## config.mk

```make
export PLATFORM = sky130hd
export DESIGN_NAME = vkc_top
export DESIGN_NICKNAME = d
export VERILOG_FILES = /design/src/vkc_pkg.sv /design/src/vkc_top.sv
export SDC_FILE = /design/constraint.sdc
export NUM_CORES = 1
export LEC_CHECK = 0
export BUFFER_PORTS_ARGS = -buffer_cell sky130_fd_sc_hd__buf_2
export CORE_AREA = 2 2 222 246
export DETAILED_ROUTE_END_ITERATION = 10
export DIE_AREA = 0 0 224 248
export PLACE_DENSITY = 0.7
export SYNTH_ARGS = -nofsm -noshare
export SYNTH_HDL_FRONTEND = slang
export SYNTH_SLANG_ARGS = --single-unit
```

## constraint.sdc

```tcl
create_clock -name sys_clk_in -period 17.5 [get_ports sys_clk_in]
set_input_delay 0.875 -clock sys_clk_in [delete_from_list [all_inputs] [get_ports sys_clk_in]]
set_output_delay 0.875 -clock sys_clk_in [all_outputs]
set_load 0.01 [all_outputs]
```

## src/vkc_pkg.sv

```systemverilog
`default_nettype none
package vkc_pkg;
  // bus address, subaddresses and register reset value
  localparam logic [6:0] I2C_ADDR      = 7'h5F;
  localparam logic [7:0] SUB_MODE      = 8'h00;
  localparam logic [7:0] SUB_DELAY     = 8'h01;
  localparam logic [7:0] SUB_KEY       = 8'h02;
  localparam logic [7:0] REG_RESET     = 8'h00;
  // mode_format_control fields
  localparam int FMT_LSB   = 0;
  localparam int POL_BIT   = 2;
  localparam int GATE_BIT  = 3;
  localparam int CHROMA_BIT = 4;
  localparam int KMODE_LSB = 5;
  // key_delay_control field
  localparam int DELAY_LSB = 0;
  localparam logic [7:0] DELAY_MASK    = 8'h07;
  // video formats
  localparam logic [1:0] FMT_YUV422    = 2'h0;
  localparam logic [1:0] FMT_YUV411    = 2'h1;
  localparam logic [1:0] FMT_YUV211    = 2'h2;
  localparam logic [1:0] FMT_RGB565    = 2'h3;
  // keying modes
  localparam logic [2:0] KM_EXT        = 3'h0;
  localparam logic [2:0] KM_PIX8       = 3'h4;
  localparam logic [2:0] KM_PIX16_2E   = 3'h5;
  localparam logic [2:0] KM_PIX16_1E   = 3'h6;
  localparam logic [2:0] KM_PIX24      = 3'h7;
  // pipeline depth in video clock cycles, buffer depth in words and word width
  localparam int PIPE_YUV  = 20;
  localparam int PIPE_RGB  = 12;
  localparam int FIFO_DEPTH = 8;
  localparam int WORD_W    = 16;
  // bus controller states
  typedef enum logic [7:0] {
    ST_IDLE = 8'h01, ST_ADDR = 8'h02, ST_ACKA = 8'h04, ST_SUB  = 8'h08,
    ST_ACKS = 8'h10, ST_DATA = 8'h20, ST_ACKD = 8'h40, ST_SKIP = 8'h80
  } vkc_state_t;
endpackage : vkc_pkg
`default_nettype wire

```

## src/vkc_top.sv

```systemverilog
// Behaviour
// - format field picks input video layout
// - polarity zero: key high selects converters
// - polarity one: key high selects analogue inputs
// - chroma bit: two's complement or offset UV
// - mode 000 external key, 100 byte compare
// - mode 101 two bytes, both pixel edges
// - 110 two, 111 three bytes, rising edges
// - key delayed zero to seven pixel clocks
// - one key byte serves every compare mode
// - control reset clears every control bit
// - pipeline 20 cycles YUV, 12 RGB
// - answer address 1011111, write only
// - key gate lets keying steer mixer
// - multi-byte key needs every byte equal
`timescale 1ns/1ps
`default_nettype none

module vkc_fifo #(
  parameter int WIDTH = 16,
  parameter int DEPTH = 8
) (
  // clock and reset
  input  wire logic             sys_clk_in,
  input  wire logic             reset_in,
  // fill side
  input  wire logic [WIDTH-1:0] in_data_in,
  input  wire logic             in_valid_in,
  output logic                  in_ready_out,
  // drain side
  output logic [WIDTH-1:0]      out_data_out,
  output logic                  out_valid_out,
  input  wire logic             out_ready_in
);
  localparam int AW = $clog2(DEPTH);
  logic [WIDTH-1:0] mem_ff [DEPTH];
  logic [AW:0]      wr_ptr_ff;
  logic [AW:0]      rd_ptr_ff;
  logic             push;
  logic             pop;

  // extra pointer bit tells full from empty
  assign in_ready_out  = (wr_ptr_ff - rd_ptr_ff) != (AW+1)'(DEPTH);
  assign out_valid_out = wr_ptr_ff != rd_ptr_ff;
  assign out_data_out  = mem_ff[rd_ptr_ff[AW-1:0]];
  assign push          = in_valid_in & in_ready_out;
  assign pop           = out_valid_out & out_ready_in;

  // storage, no reset needed on data
  always_ff @(posedge sys_clk_in) begin
    if (push) begin
      mem_ff[wr_ptr_ff[AW-1:0]] <= in_data_in;
    end
  end

  // pointers
  always_ff @(posedge sys_clk_in or posedge reset_in) begin
    if (reset_in) begin
      wr_ptr_ff <= '0;
      rd_ptr_ff <= '0;
    end else begin
      if (push) wr_ptr_ff <= wr_ptr_ff + 1'b1;
      if (pop)  rd_ptr_ff <= rd_ptr_ff + 1'b1;
    end
  end
endmodule : vkc_fifo

module vkc_top (
  // clock and reset
  input  wire logic        sys_clk_in,
  input  wire logic        reset_in,
  input  wire logic        control_clear_n_in,
  // serial control bus
  input  wire logic        scl_in,
  input  wire logic        sda_in,
  output logic             sda_out,
  output logic             sda_oe_out,
  // video input pins
  input  wire logic        video_sample_clock_in,
  input  wire logic        href_in,
  input  wire logic [7:0]  yuv_in,
  input  wire logic [7:0]  uv_in,
  // keying pins
  input  wire logic        pixel_clock_in,
  input  wire logic [7:0]  pixel_in,
  input  wire logic        external_key_in,
  // converter side
  output logic [15:0]      dac_word_out,
  output logic             dac_valid_out,
  input  wire logic        dac_ready_in,
  output logic             video_accept_out,
  output logic [1:0]       video_format_sel_out,
  output logic             mixer_sel_ext_out
);
  localparam int SW = 31; // seven single pins plus three byte buses
  logic [SW-1:0] sync1_ff, sync2_ff;
  logic scl_s, sda_s, pclk_s, vsmp_s, href_s, ekey_s, clr_n_s;
  logic [7:0] pix_s, yuv_s, uv_s;
  logic scl_q_ff, sda_q_ff, pclk_q_ff, vsmp_q_ff, href_q_ff;
  logic scl_rise, scl_fall, start_c, stop_c, pclk_rise, pclk_fall, vsmp_rise;

  // every bus, video, keying and clear pin is asynchronous: two flops before use
  // reset to idle levels so no false bus edge or clear follows reset
  always_ff @(posedge sys_clk_in or posedge reset_in) begin
    if (reset_in) begin
      sync1_ff <= {3'h7, 28'h0000000};
      sync2_ff <= {3'h7, 28'h0000000};
    end else begin
      sync1_ff <= {control_clear_n_in, scl_in, sda_in, pixel_clock_in, video_sample_clock_in,
                   href_in, external_key_in, pixel_in, yuv_in, uv_in};
      sync2_ff <= sync1_ff;
    end
  end
  assign {clr_n_s, scl_s, sda_s, pclk_s, vsmp_s, href_s, ekey_s, pix_s, yuv_s, uv_s} = sync2_ff;

  // previous values for edge detection
  always_ff @(posedge sys_clk_in or posedge reset_in) begin
    if (reset_in) begin
      {scl_q_ff, sda_q_ff} <= 2'h3;
      {pclk_q_ff, vsmp_q_ff, href_q_ff} <= 3'h0;
    end else begin
      {scl_q_ff, sda_q_ff} <= {scl_s, sda_s};
      {pclk_q_ff, vsmp_q_ff, href_q_ff} <= {pclk_s, vsmp_s, href_s};
    end
  end
  assign scl_rise  = scl_s & ~scl_q_ff;
  assign scl_fall  = ~scl_s & scl_q_ff;
  assign start_c   = scl_s & scl_q_ff & sda_q_ff & ~sda_s;
  assign stop_c    = scl_s & scl_q_ff & ~sda_q_ff & sda_s;
  assign pclk_rise = pclk_s & ~pclk_q_ff;
  assign pclk_fall = ~pclk_s & pclk_q_ff;
  assign vsmp_rise = vsmp_s & ~vsmp_q_ff;

  // serial bus slave
  vkc_pkg::vkc_state_t state_ff;
  logic [7:0] shift_ff, sub_ff, pend_data_ff, pend_sub_ff;
  logic [3:0] bit_cnt_ff;
  logic       ack_ff, pend_ff;
  logic       commit;
  logic [7:0] mode_reg_ff, delay_reg_ff, key_reg_ff;

  always_ff @(posedge sys_clk_in or posedge reset_in) begin
    if (reset_in) begin
      state_ff   <= vkc_pkg::ST_IDLE;
      shift_ff   <= 8'h00;
      bit_cnt_ff <= 4'h0;
      ack_ff     <= 1'b0;
      sub_ff     <= 8'h00;
    end else if (start_c) begin
      state_ff   <= vkc_pkg::ST_ADDR;
      bit_cnt_ff <= 4'h0;
      ack_ff     <= 1'b0;
    end else if (stop_c) begin
      state_ff <= vkc_pkg::ST_IDLE;
      ack_ff   <= 1'b0;
    end else begin
      case (state_ff)
        vkc_pkg::ST_ADDR, vkc_pkg::ST_SUB, vkc_pkg::ST_DATA: begin
          if (scl_rise) begin
            shift_ff   <= {shift_ff[6:0], sda_s};
            bit_cnt_ff <= bit_cnt_ff + 4'h1;
          end else if (scl_fall && bit_cnt_ff == 4'h8) begin
            bit_cnt_ff <= 4'h0;
            if (state_ff == vkc_pkg::ST_ADDR) begin
              // read direction or other address: no acknowledge
              if (shift_ff == {vkc_pkg::I2C_ADDR, 1'b0}) begin
                state_ff <= vkc_pkg::ST_ACKA;
                ack_ff   <= 1'b1;
              end else begin
                state_ff <= vkc_pkg::ST_SKIP;
              end
            end else if (state_ff == vkc_pkg::ST_SUB) begin
              sub_ff   <= shift_ff;
              state_ff <= vkc_pkg::ST_ACKS;
              ack_ff   <= 1'b1;
            end else begin
              state_ff <= vkc_pkg::ST_ACKD;
              ack_ff   <= 1'b1;
            end
          end
        end
        vkc_pkg::ST_ACKA: if (scl_fall) begin
          ack_ff   <= 1'b0;
          state_ff <= vkc_pkg::ST_SUB;
        end
        vkc_pkg::ST_ACKS: if (scl_fall) begin
          ack_ff   <= 1'b0;
          state_ff <= vkc_pkg::ST_DATA;
        end
        // one data byte per transfer, the rest is ignored
        vkc_pkg::ST_ACKD: if (scl_fall) begin
          ack_ff   <= 1'b0;
          state_ff <= vkc_pkg::ST_SKIP;
        end
        vkc_pkg::ST_IDLE, vkc_pkg::ST_SKIP: ack_ff <= 1'b0;
        default: begin
          state_ff <= vkc_pkg::ST_IDLE;
          ack_ff   <= 1'b0;
        end
      endcase
    end
  end
  assign sda_out    = 1'b0;
  assign sda_oe_out = ack_ff;

  // byte waits for a pixel clock edge before it lands
  assign commit = pend_ff & pclk_rise;
  always_ff @(posedge sys_clk_in or posedge reset_in) begin
    if (reset_in) begin
      pend_ff      <= 1'b0;
      pend_data_ff <= 8'h00;
      pend_sub_ff  <= 8'h00;
    end else if (state_ff == vkc_pkg::ST_ACKD && scl_fall) begin
      pend_ff      <= 1'b1; // new byte wins over commit
      pend_data_ff <= shift_ff;
      pend_sub_ff  <= sub_ff;
    end else if (commit || !clr_n_s) begin
      pend_ff <= 1'b0;
    end
  end

  // control registers, write only
  always_ff @(posedge sys_clk_in or posedge reset_in) begin
    if (reset_in) begin
      mode_reg_ff  <= vkc_pkg::REG_RESET;
      delay_reg_ff <= vkc_pkg::REG_RESET;
      key_reg_ff   <= vkc_pkg::REG_RESET;
    end else if (!clr_n_s) begin
      mode_reg_ff  <= vkc_pkg::REG_RESET;
      delay_reg_ff <= vkc_pkg::REG_RESET;
      key_reg_ff   <= vkc_pkg::REG_RESET;
    end else if (commit) begin
      case (pend_sub_ff)
        vkc_pkg::SUB_MODE:  mode_reg_ff  <= pend_data_ff;
        vkc_pkg::SUB_DELAY: delay_reg_ff <= pend_data_ff & vkc_pkg::DELAY_MASK;
        vkc_pkg::SUB_KEY:   key_reg_ff   <= pend_data_ff;
        default: ;
      endcase
    end
  end

  logic [1:0] video_format_sel;
  logic       key_polarity_sel, key_gate_on, chroma_code_sel;
  logic [2:0] key_mode_sel, key_delay_cycles;
  logic [7:0] color_key_value;
  assign video_format_sel = mode_reg_ff[vkc_pkg::FMT_LSB +: 2];
  assign key_polarity_sel = mode_reg_ff[vkc_pkg::POL_BIT];
  assign key_gate_on      = mode_reg_ff[vkc_pkg::GATE_BIT];
  assign chroma_code_sel  = mode_reg_ff[vkc_pkg::CHROMA_BIT];
  assign key_mode_sel     = mode_reg_ff[vkc_pkg::KMODE_LSB +: 3];
  assign key_delay_cycles = delay_reg_ff[vkc_pkg::DELAY_LSB +: 3];
  assign color_key_value  = key_reg_ff;
  assign video_format_sel_out = video_format_sel;

  // video capture: uv made offset binary, rgb bypassed
  logic [16:0] pipe_ff [vkc_pkg::PIPE_YUV];
  logic [7:0]  uv_fix;
  logic [16:0] tap;
  logic        push_ff;
  always_comb begin
    uv_fix = uv_s;
    if (video_format_sel != vkc_pkg::FMT_RGB565 && !chroma_code_sel) begin
      uv_fix = {~uv_s[7], uv_s[6:0]};
    end
  end

  // fixed delay line on video clock edges; blanked words carry no valid
  always_ff @(posedge sys_clk_in or posedge reset_in) begin
    if (reset_in) begin
      for (int i = 0; i < vkc_pkg::PIPE_YUV; i++) pipe_ff[i] <= '0;
      push_ff <= 1'b0;
    end else begin
      push_ff <= vsmp_rise;
      if (vsmp_rise) begin
        pipe_ff[0] <= {href_s, uv_fix, yuv_s};
        for (int i = 1; i < vkc_pkg::PIPE_YUV; i++) pipe_ff[i] <= pipe_ff[i-1];
      end
    end
  end
  // shorter path for rgb
  assign tap = (video_format_sel == vkc_pkg::FMT_RGB565) ? pipe_ff[vkc_pkg::PIPE_RGB-1]
                                                         : pipe_ff[vkc_pkg::PIPE_YUV-1];

  // pins cannot stall, so a full buffer shows on video_accept_out
  vkc_fifo #(.WIDTH(vkc_pkg::WORD_W), .DEPTH(vkc_pkg::FIFO_DEPTH)) u_fifo (
    .sys_clk_in    (sys_clk_in),
    .reset_in      (reset_in),
    .in_data_in    (tap[15:0]),
    .in_valid_in   (push_ff & tap[16]),
    .in_ready_out  (video_accept_out),
    .out_data_out  (dac_word_out),
    .out_valid_out (dac_valid_out),
    .out_ready_in  (dac_ready_in)
  );

  // pixel colour key compare
  logic [1:0] phase_ff;
  logic [1:0] last_phase;
  logic       acc_ff, pix_key_ff, take, eq, reserved;
  assign eq       = pix_s == color_key_value;
  assign take     = pclk_rise | (pclk_fall && key_mode_sel == vkc_pkg::KM_PIX16_2E);
  assign reserved = key_mode_sel != vkc_pkg::KM_EXT && !key_mode_sel[2];
  always_comb begin
    case (key_mode_sel)
      vkc_pkg::KM_PIX16_2E, vkc_pkg::KM_PIX16_1E: last_phase = 2'h1;
      vkc_pkg::KM_PIX24:                          last_phase = 2'h2;
      default:                                    last_phase = 2'h0;
    endcase
  end

  // href start realigns byte phase
  always_ff @(posedge sys_clk_in or posedge reset_in) begin
    if (reset_in) begin
      phase_ff   <= 2'h0;
      acc_ff     <= 1'b0;
      pix_key_ff <= 1'b0;
    end else if (href_s & ~href_q_ff) begin
      phase_ff <= 2'h0;
    end else if (take) begin
      if (phase_ff >= last_phase) begin
        pix_key_ff <= eq & (phase_ff == 2'h0 | acc_ff);
        phase_ff   <= 2'h0;
      end else begin
        acc_ff   <= eq & (phase_ff == 2'h0 | acc_ff);
        phase_ff <= phase_ff + 2'h1;
      end
    end
  end

  // key delay line on pixel clock
  logic       key_src;
  logic [6:0] kdly_ff;
  logic       key_tap;
  logic       mix_ff;
  assign key_src = (key_mode_sel == vkc_pkg::KM_EXT) ? ekey_s : pix_key_ff;
  always_ff @(posedge sys_clk_in or posedge reset_in) begin
    if (reset_in) begin
      kdly_ff <= 7'h00;
    end else if (pclk_rise) begin
      kdly_ff <= {kdly_ff[5:0], key_src};
    end
  end
  assign key_tap = (key_delay_cycles == 3'h0) ? key_src : kdly_ff[key_delay_cycles - 3'h1];

  // mixer select; reserved modes fall back to converters
  always_ff @(posedge sys_clk_in or posedge reset_in) begin
    if (reset_in) begin
      mix_ff <= 1'b0;
    end else if (!key_gate_on || reserved) begin
      mix_ff <= 1'b0;
    end else if (key_polarity_sel) begin
      mix_ff <= key_tap;
    end else begin
      mix_ff <= ~key_tap;
    end
  end
  assign mixer_sel_ext_out = mix_ff;
endmodule : vkc_top

`default_nettype wire

```

# --- Word-level counts from Yosys, hierarchy flattened ---
# Memory sizes are Yosys's and may differ from the RTL's.
# Cells that the tools add are included.
op_classes:
  n_addsub: 6
  order_cmp: 2
  eq_ne: 33
  muxes: 49
  n_bitwise: 34
  n_reduce_logical: 34
ops:
  columns: ["op", "n"]
  rows:
  - ["8-bit 2-to-1 mux", 16]
  - ["8-bit case mux with 5 select lines", 1]
  - ["4-bit inequality test (second input constant)", 6]
  - ["4-bit 2-to-1 mux", 5]
  - ["17-bit 2-to-1 mux", 1]
  - ["1-bit AND", 16]
  - ["8-bit by 1-bit equality test with 1-bit output (second input constant)", 2]
  - ["8-bit by 2-bit equality test with 1-bit output (second input constant)", 2]
  - ["8-bit equality test (second input constant)", 2]
  - ["1-bit 2-to-1 mux", 16]
  - ["1-bit inverter", 16]
  - ["4-bit by 1-bit adder with 4-bit output (second input constant)", 3]
  - ["3-bit equality test (second input constant)", 3]
  - ["3-bit 2-to-1 mux", 3]
  - ["3-bit AND reduction", 3]
  - ["8-bit by 3-bit equality test with 1-bit output (second input constant)", 1]
  - ["8-bit by 4-bit equality test with 1-bit output (second input constant)", 1]
  - ["8-bit by 5-bit equality test with 1-bit output (second input constant)", 1]
  - ["8-bit by 6-bit equality test with 1-bit output (second input constant)", 1]
  - ["8-bit by 7-bit equality test with 1-bit output (second input constant)", 1]
  - ["8-bit equality test", 1]
  - ["8-bit zero test", 1]
  - ["2-bit by 1-bit inequality test with 1-bit output (second input constant)", 4]
  - ["4-bit AND reduction", 2]
  - ["other kinds (30)", 50]
word_totals:
  reg_bits: 493
  ramBits: 128
  inputBits: 34
  output_inout_bits: 23
  word_cells: 205
  memories: 1
memory_table:
  columns: ["memory", "words", "word_bits", "rd", "rd_clocked_by_memory_dff", "write_ports", "line_no", "source"]
  rows:
  - ["u_fifo.mem_ff", 8, 16, 1, 0, 1, "vkc_top.sv:36", "logic [WIDTH-1:0] mem_ff [DEPTH];"]

# --- Logic depth before layout (Yosys ltp) ---
# Gate-level depths: netlist of run 1.
logic_depth:
  word_depth: 8
  depth_mapped: 9
  ltp_nobuf: 8

# --- Cells and area by module ---
# From an unflattened synthesis of run 1, not the netlist that was laid out.
hier_totals:
  cells_unflattened: 1412
  hier_area_um2: 23626.4
by_module_without_submodules:
  columns: ["mod", "instances", "cells_per_inst", "area_each_um2", "seq_area_each_um2"]
  rows:
  - ["vkc_top", 1, 1136, 18272.5, 12147.9]
  - ["vkc_fifo", 1, 276, 5353.9, 4043.9]

# --- Worst setup path before layout of run 1 ---
# No wires, ideal clock.
synth_timing:
  path_type: "reg2reg"
  from: "register u_fifo.rd_ptr_ff[1]"
  to: "memory u_fifo.mem_ff[1][0], enable pin"
  setup_ps: 436
  arrival_time_ps: 3783
  required_ps: 17064
  path_slack_ps: 13281
  path_stages_with_launch: 10
  path_buffers: 2
  synth_period_minus_slack_ps: 4219
  cell_sequence: "dfrtp_1 -> clkbuf_1 -> clkbuf_1 -> inv_1 -> ha_1 -> nor2b_1 -> o211ai_1 -> a21oi_1 -> nor2_1 -> nor4b_1"
synth_via:
  elab_chain_len: 5
synth_lines:
  columns: ["element", "line_no", "source"]
  rows:
  - ["from (decl)", "vkc_top.sv:38", "logic [AW:0] rd_ptr_ff;"]
  - ["from (signal assigned)", "vkc_top.sv:63", "if (pop) rd_ptr_ff <= rd_ptr_ff + 1'b1;"]
  - ["4-bit subtractor", "vkc_top.sv:43", "assign in_ready_out = (wr_ptr_ff - rd_ptr_ff) != (AW+1)'(DEPTH);"]
  - ["4-bit inequality test", "vkc_top.sv:43", null]
  - ["1-bit AND", "vkc_top.sv:46", "assign push = in_valid_in & in_ready_out;"]
  - ["1-bit 2-to-1 mux", "vkc_top.sv:51", "if (push) begin"]
  - ["1-bit 2-to-1 mux (implied by the code)", "vkc_top.sv:52", "mem_ff[wr_ptr_ff[AW-1:0]] <= in_data_in;"]
  - ["to (decl)", "vkc_top.sv:36", null]
# No other way between the ends.

# --- Worst setup path in the final report of run 1 ---
layout_timing:
  from: "register u_fifo.rd_ptr_ff[2]"
  to: "output video_accept_out"
layout_via:
  elab_chain_len: 2
layout_lines:
  columns: ["element", "line_no", "source"]
  rows:
  - ["4-bit subtractor", "vkc_top.sv:43", null]
  - ["4-bit inequality test", "vkc_top.sv:43", null]
  - ["to (decl)", "vkc_top.sv:91", "output logic video_accept_out,"]
# No other way between the ends.

==> results.md, run 1 <==
- Status: finished clean
- Min Tclk post-route: between 4000 and 5000 ps
- WL/cell: 16.82 um
- WL final: 36980 um
- Sink Count: 621
- Max cap viols: 0
- # DRC: 0
- Placeable core area: between 0.05 and 0.06 mm2
- First-pass GRT wire length: 61980 um
- Hold_sp: href_in
- Clock latency on the worst-skew pair: 650 ps
- Final hold violations: 0
- Synth top cells by count: 484 x dfrtp_1, 394 x mux2_2, 128 x edfxtp_1
- Syn Area/Cell: 16.89 um2
- Crit-path cells: clkinv_1, ha_1, or4_1, a21oi_1, inv_1, buf_2
- Setup crit start: u_fifo.rd_ptr_ff[2]
- Core Rows: 89
- Worst-path clk slew: 70 ps
- Most frequent cell after synthesis: dfrtp_1
- Worst Hold Slack: approximately 340 ps
- Final design utilization: 0.5028
- P&R area growth vs syn: 13.25%
- Detailed Route Iter0 Violations: ~600
- Leakage: 11.20 nW
- Area occupied by registers: between 0.015 and 0.02 mm2
- Buf/Inv on CP: 3
- Net count, final: about 1500
- Crit Path Class: flop to output pin
- Post-synth EDFFs: around 130
- Resize count post-CTS: 0
- Unrepaired setup endpoints after global routing: false
- Clock root buffer: clkbuf_16
- Critical path capture point type: output pin
- Final setup viols: 0
- Post-synth cell types: between 50 and 60
- TritonCTS clock tree: yes
- Syn_nets: between 1000 and 1500
- Cells after Synth: 1396
- Slew @ Worst Pin: 1032 ps
- Vias in the first global route: 11920
- Data arrival time of the critical path: 3690 ps
- Port bufs: 55
- DR vias: 11260
- Fillers: 4300
- Pwr/cell area: 135.5 mW/mm2
- GPL Wtd Cong: 0.7686
- Max Slew Vio Count: 0
- Final Worst Setup Slack: 12940 ps
- Cts bufs inserted: 61
- Antenna-violating nets left: 0
- CP max stage cell: dfrtp_1
- DR pass1 iterations: 5
- Final Power: between 3 and 4 mW
- # H-tree levels: 2
- Post-route cell area: 0.02671 mm2
- N_diodes: 0
- Async S/R FF share, synth: 0.7939
- Multi-input gate area: 0.007092 mm2
- Max IR drop VDD: approximately 0.085 mV
- Share of the synthesized area in the top cell type: 0.5136
- Max Root-Sink Buffers: 3
- Post-CTS setup repair buffer count: 0
- Worst min-delay path class: input pin to flop
- Pre-CTS setup slack: between 10000 and 15000 ps
- # hold bufs at CTS: 0
- Max Freq: 219.3 MHz
- Delay-heaviest family, CP: buffers and inverters
- Die area: 0.05555 mm2
- Hpwl dp: 22680 um
- Ys flop type: dfrtp_1
- Post-placement cell count: between 2000 and 2500
- Largest net degree at the start of global routing: 143
- Startpoint Class: flop
- Synth warnings: 0
- Cell Area, Synth: around 0.024 mm2
- Vias/cell: a little over 5
- All-layer global routing usage: 0.1385
- Tcrit/Tclk final: 0.2606
- Layout Cells excl Fill: 2198
- Req. time, crit path: 16620 ps
- Cell accounting for the most synthesized area: dfrtp_1
- Layout Skew: roughly 40 ps
- Worst r2r src: u_fifo.rd_ptr_ff[2]
- Final TNS setup: 0 ps
- #FFs+latches synth: 621
- Initial antenna violation count: 0
- Top cells by area, synth: dfrtp_1 51%, mux2_2 19%, edfxtp_1 16%
- DP Area: approximately 0.025 mm2
- CP peak stage delay: 740 ps
- GR Overflow Total: 0
- Crit-path max FO: 19
- Layout cell share with drive strength beyond 1: 0.4189
- Die W: 224 um
- I/O pins: 57
- Register area share after synthesis: 0.6866
- Die H: 248 um
- Starting Density: 0.4440
- Slew HR: 0.3118
## final timing paths
check	to	slack, ps	depth (start not counted)
max reg2reg	u_fifo.mem_ff[6][7]	13600	6
max in group asynchronous	pipe_ff[82]	15040	4
min in group asynchronous	sync1_ff[26]	470	2
min	sync1_ff[25]	340	1
min reg2reg	sync2_ff[9]	340	0
max	video_accept_out	12940	6
## cells by family after synthesis
logic type | Yosys count | share of synthesized area
other | 1 | 0.0001590
and+or+nand+nor | 169 | 0.03915
AOI/OAI and AO/OA | 37 | 0.01056
DFF | 621 | 0.6866
adders and majority gates | 12 | 0.006366
muxes | 457 | 0.2343
xor gates and xnor gates | 22 | 0.008807
buffers and inverters | 77 | 0.01411
## worst reg2reg max path, delay by kind of cell (launching register included)
| family | cells | cell delay [ps] |
|---|---|---|
| AND/OR/NAND/NOR | 3 | 1280 |
| flip-flops | 1 | 740 |
| buffers and inverters | 1 | 600 |
| adder cells (fa/ha/maj) | 1 | 500 |
| AO/OA/AOI/OAI | 1 | 430 |
## state kept, by name, indices dropped and copies added (netlist names), 3 cells and up
register          cells
u_fifo.rd_ptr_ff      4
pipe_ff             340
pend_data_ff          8
pend_sub_ff           8
shift_ff              8
sync1_ff             31
sub_ff                8
color_key_value       8
kdly_ff               7
sync2_ff             31
u_fifo.mem_ff       128
state_ff              8
u_fifo.wr_ptr_ff      4
delay_reg_ff          3
bit_cnt_ff            4
mode_reg_ff           8
## area by class of cell
class	count	share of cell area
clock inverters	20	0.008994
clock buffers	91	0.06994
flip-flops and latches	621	0.6063
repair buffers	72	0.01508
multi-input cells	698	0.2655
well taps	682	0.03195
inverters	14	0.002249
## power breakdown
group	leakage (nW)	internal, mW	switching, mW	total [mW]
Clock	1.04	0.773	0.553	1.33
Sequential	7.17	1.77	0.153	1.92
Combinational	2.98	0.245	0.127	0.372
Total	11.2	2.79	0.833	3.62
## layout by cell type (no fill, tap or decap), drive strengths merged, types with 3 or more instances in the layout
master | synthesis | final
clkinv | 1 | 16
mux2i | 21 | 21
nor2 | 14 | 14
xor2 | 12 | 12
nor4b | 6 | 6
inv | 13 | 16
edfxtp | 128 | 128
dfrtp | 484 | 484
buf | 12 | 72
nor3 | 10 | 10
a21oi | 11 | 11
dfstp | 9 | 9
nor2b | 24 | 24
mux2 | 403 | 403
and4 | 3 | 3
mux4 | 33 | 33
xnor2 | 9 | 9
nor4 | 4 | 4
nand2b | 6 | 6
or3b | 4 | 4
nand2 | 63 | 63
and3 | 3 | 3
or4 | 4 | 4
o21ai | 9 | 9
nand3 | 10 | 10
a31oi | 4 | 4
clkbuf | 51 | 91
ha | 12 | 12
nor3b | 6 | 6
## routing by layer
metal | global-route usage | vias to the layer above | part of all wire
li1 | - | 5177 | -
met1 | 0.1795 | 5835 | 0.44
met2 | 0.2325 | 170 | 0.49
met3 | 0.02711 | 81 | 0.037
met4 | 0.05216 | 0 | 0.030
met5 | 0 | - | 0
Note: power is estimated with default switching activity, not from simulation.
==> run 2, diff against run 1 <==
- ABC_AREA: unset -> 1
- CORE_AREA: 2 2 222 246 -> 2 2 223 247
- DIE_AREA: 0 0 224 248 -> 0 0 225 249
- clock period: 17.5 -> 4.2 ns (I/O delays scaled with it)
==> run 2 against run 1 <==
Against the previous run: total power rose to 4.2 times the previous value; critical endpoint is now dac_word_out[3]; die area up 0.85%; first-iteration DRC count up 120%; clock-buffer cell count down 5; largest power group unchanged; utilization up 1.2 points; combinational power rose to 5.6 times the previous value; setup slack worse by 12000 ps; largest cell class unchanged; synthesized cell count up 72%; critical path type unchanged; design area up 2.8%.
==> results.md, run 2 <==
- Status: finished clean (unchanged)
- Die H: 249 um (was 248 um)
- FF-to-FF End: u_fifo.mem_ff[2][11] (was u_fifo.mem_ff[6][7])
- Power share of the sequential group: 0.470 (was 0.531)
- First-pass GRT wire length: 75110 um (was 61980 um)
- Pwr/cell area: 551.5 mW/mm2 (was 135.5 mW/mm2)
- Register area share after synthesis: 0.6790 (was 0.6866)
- Crit path to: dac_word_out[3] (was video_accept_out)
- Logic gate share of total power: 0.137 (was 0.103)
- Data arrival time of the critical path: 3220 ps (was 3690 ps)
- Crit-path max FO: 35 (was 19)
- Slew @ Worst Pin: 1080 ps (was 1032 ps)
- Die area: 0.05603 mm2 (was 0.05555 mm2)
- WL final: 44090 um (was 36980 um)
- Syn_nets: 2451 (was 1442)
- Detailed Route Iter0 Violations: 1327 (was 596)
- Tcrit/Tclk final: 0.8171
- Final setup viols: 0 (unchanged)
- Largest Register: pipe_ff (unchanged)
- Max cap viols: 0 (unchanged)
- Critical path capture point type: output pin (unchanged)
- Post-placement cell count: 3072 (was 2087)
- N_diodes: 0 (unchanged)
- Switching portion of total power: 0.2708 (was 0.2301)
- Vias/cell: 4.892 (was 5.124)
- Min Tclk post-route: 3432 ps
- Final design utilization: 0.5145 (was 0.5028)
- Net count, final: 2537 (was 1514)
- Final hold violations: 0 (unchanged)
- Port bufs: 55 (unchanged)
- Worst reg-to-reg setup slack: 1460 ps (was 13600 ps)
- I/O pins: 57 (unchanged)
- Final Worst Setup Slack: 768.0 ps (was 12940 ps)
- Post-synth EDFFs: 128 (unchanged)
- Max Root-Sink Buffers: 3 (unchanged)
- Cell Area, Synth: 0.02385 mm2 (was 0.02358 mm2)
- Startpoint Class: flop (unchanged)
- Worst-path clk slew: 60 ps (was 70 ps)
- Slew HR: 0.2722 (was 0.3118)
- Sink Count: 621 (unchanged)
- Most common cell after layout, fill and taps aside: nand2_1 (was dfrtp_1)
- Internal Power: 11.04 mW (was 2.786 mW)
- GPL Wtd Cong: 0.7895 (was 0.7686)
- Layout Cells excl Fill: 3222 (was 2198)
- Largest net degree at the start of global routing: 182 (was 143)
- Cells after Synth: 2405 (was 1396)
- GR Overflow Total: 0 (unchanged)
- # DRC: 0 (unchanged)
- Commonest non-fill, non-tap cells in the layout: 1090 x nand2_1, 484 x dfrtp_1, 169 x o21ai_0 (was 483 x dfrtp_1, 394 x mux2_2, 128 x edfxtp_1)
- Placeable core area: 0.05334 mm2 (was 0.05312 mm2)
- Die W: 225 um (was 224 um)
- Req. time, crit path: 3990 ps (was 16620 ps)
- Cts bufs inserted: 66 (was 61)
- Cell accounting for the most synthesized area: dfrtp_1 (unchanged)
- Hpwl dp: 25770 um (was 22680 um)
- Unrepaired setup endpoints after global routing: false (unchanged)
- Setup crit start: u_fifo.rd_ptr_ff[0] (was u_fifo.rd_ptr_ff[2])
- Async S/R FF share, synth: 0.7939 (unchanged)
- Max Freq: 291.4 MHz
- P&R area growth vs syn: 15.09% (was 13.25%)
- Max FFs per register: 340 (unchanged)
- Core Rows: 89 (unchanged)
- WL/cell: 13.68 um (was 16.82 um)
- FF-to-FF path depth: 8 (was 6)
- All-layer global routing usage: 0.1622 (was 0.1385)
- Crit Path Class: flop to output pin (unchanged)
- Pre-CTS setup slack: 1339 ps (was 13530 ps)
- Share of the synthesized area in the top cell type: 0.5079 (was 0.5136)
- Post-synth cell types: 44 (was 59)
- # H-tree levels: 3 (was 2)
- Antenna-violating nets left: 0 (unchanged)
- TritonCTS clock tree: yes (unchanged)
- Clock root buffer: clkbuf_16 (unchanged)
- Synth warnings: 0 (unchanged)
- DP Area: 0.02486 mm2 (was 0.02460 mm2)
- Resize count post-CTS: 0 (unchanged)
- Switch Pwr: 4.099 mW (was 832.6 uW)
- #FFs+latches synth: 621 (unchanged)
- Clock latency on the worst-skew pair: 600 ps (was 650 ps)
- Syn Area/Cell: 9.915 um2 (was 16.89 um2)
- Top cells by area, synth: dfrtp_1 51%, nand2_1 17%, edfxtp_1 16% (was dfrtp_1 51%, mux2_2 19%, edfxtp_1 16%)
- Worst r2r src: u_fifo.rd_ptr_ff[0] (was u_fifo.rd_ptr_ff[2])
- DR vias: 15760 (was 11260)
- Starting Density: 0.4471 (was 0.4440)
- Max Slew Vio Count: 0 (unchanged)
- Worst min-delay path class: input pin to flop (unchanged)
- Layout cell share with drive strength beyond 1: 0.1047 (was 0.4189)
- Synth top cells by count: 1090 x nand2_1, 484 x dfrtp_1, 169 x o21ai_0 (was 484 x dfrtp_1, 394 x mux2_2, 128 x edfxtp_1)
- Leakage: 13.05 nW (was 11.20 nW)
- Clock power share: 0.393 (was 0.366)
- Initial antenna violation count: 0 (unchanged)
- Max IR drop VDD: 0.4933 mV (was 0.08504 mV)
- Most frequent cell after synthesis: nand2_1 (was dfrtp_1)
- Layout Skew: 19.97 ps (was 40.31 ps)
- Post-route cell area: 0.02745 mm2 (was 0.02671 mm2)
- Final TNS setup: 0 ps (unchanged)
- Vias in the first global route: 15130 (was 11920)
- Ys flop type: dfrtp_1 (unchanged)
- DR pass1 iterations: 5 (unchanged)
-- run 2: cell count changes after synthesis, moves of 12 or more --
cell / delta
nand2_1: +1027
mux2_2: -388
o21ai_0: +161
nor2_1: +143
inv_1: +65
buf_2: +55
mux4_2: -33
nor2b_1: -24
nand3_1: +22
mux2i_1: -21
o22ai_1: +16
o21ai_2: +14
a31oi_1: +13
nand2_2: +12
-- run 2: area by class of cell --
type                            count  area [um2]
Tap cell                          682       853.3
Inverter                           84       331.6
Timing Repair Buffer              130        1008
Sequential cell                   621       16190
Clock inverter                     31       384.1
Clock buffer                       86        1871
Fill cell                        4617       25890
Multi-Input combinational cell   1588        6805
-- run 2: logic make-up (layout without fill, tap and decap cells) --
logic type | Yosys count | after routing | share of synthesized area
and+or+nand+nor | 1314 | 1314 | 0.2140
DFF | 621 | 621 | 0.6790
AOI/OAI and AO/OA | 237 | 237 | 0.05488
buffers and inverters | 196 | 331 | 0.03594
xor gates and xnor gates | 17 | 17 | 0.006244
adders and majority gates | 12 | 12 | 0.006296
muxes | 7 | 7 | 0.003463
other | 1 | 1 | 0.0001573
-- run 2: through the flow --
stage	hold slack, ps	total power, mW
CTS	221.8	15.34
global route	235.7	15.95
detailed placement	316.2	9.305
floorplan	214.5	8.669
finish	248.2	15.14
global placement	315.0	9.216
-- run 2: worst max-delay path, stage by stage (launching register included) --
cell and delay [ps]:
dfrtp_1 650, inv_1 860, buf_4 430, nor2_1 80, o22ai_1 190, nor2_1 60
a31oi_1 180, buf_2 160
-- run 2: how the worst min path moves through the flow --
stage	cells after the start	to	slack, ps	from
after floorplan	0	sync1_ff[28]	210	sda_in
after global placement	1	sync1_ff[30]	320	control_clear_n_in
after detailed placement	1	sync1_ff[30]	320	control_clear_n_in
after CTS	2	sync1_ff[30]	220	control_clear_n_in
after global routing	2	sync1_ff[28]	240	sda_in
final	2	sync1_ff[28]	250	sda_in
-- run 2: power by group through the flow --
| stage | clock, mW | combinational (mW) | sequential (mW) |
|---|---|---|---|
| 2_1_floorplan | 0 | 1.54 | 7.13 |
| 3_3_place_gp | 0 | 2.02 | 7.20 |
| 3_5_place_dp | 0 | 2.08 | 7.22 |
| 4_1_cts | 6.11 | 2.11 | 7.12 |
| 5_1_grt | 6.35 | 2.40 | 7.20 |
| 6_report | 5.95 | 2.07 | 7.12 |
-- run 2: timing repair --
item	in CTS	in global routing
hold buffers	33	0
setup buffers	0	0
setup endpoints to repair	0	0
endpoints found under the hold margin	55	0
-- run 2: metal layers --
layer / vias to the layer above / wire length, um / GRT usage
li1: 7780 / - / -
met1: 7604 / 19930 / 0.2233
met2: 300 / 21110 / 0.2583
met3: 79 / 1989 / 0.02996
met4: 0 / 1057 / 0.05828
met5: - / 0 / 0
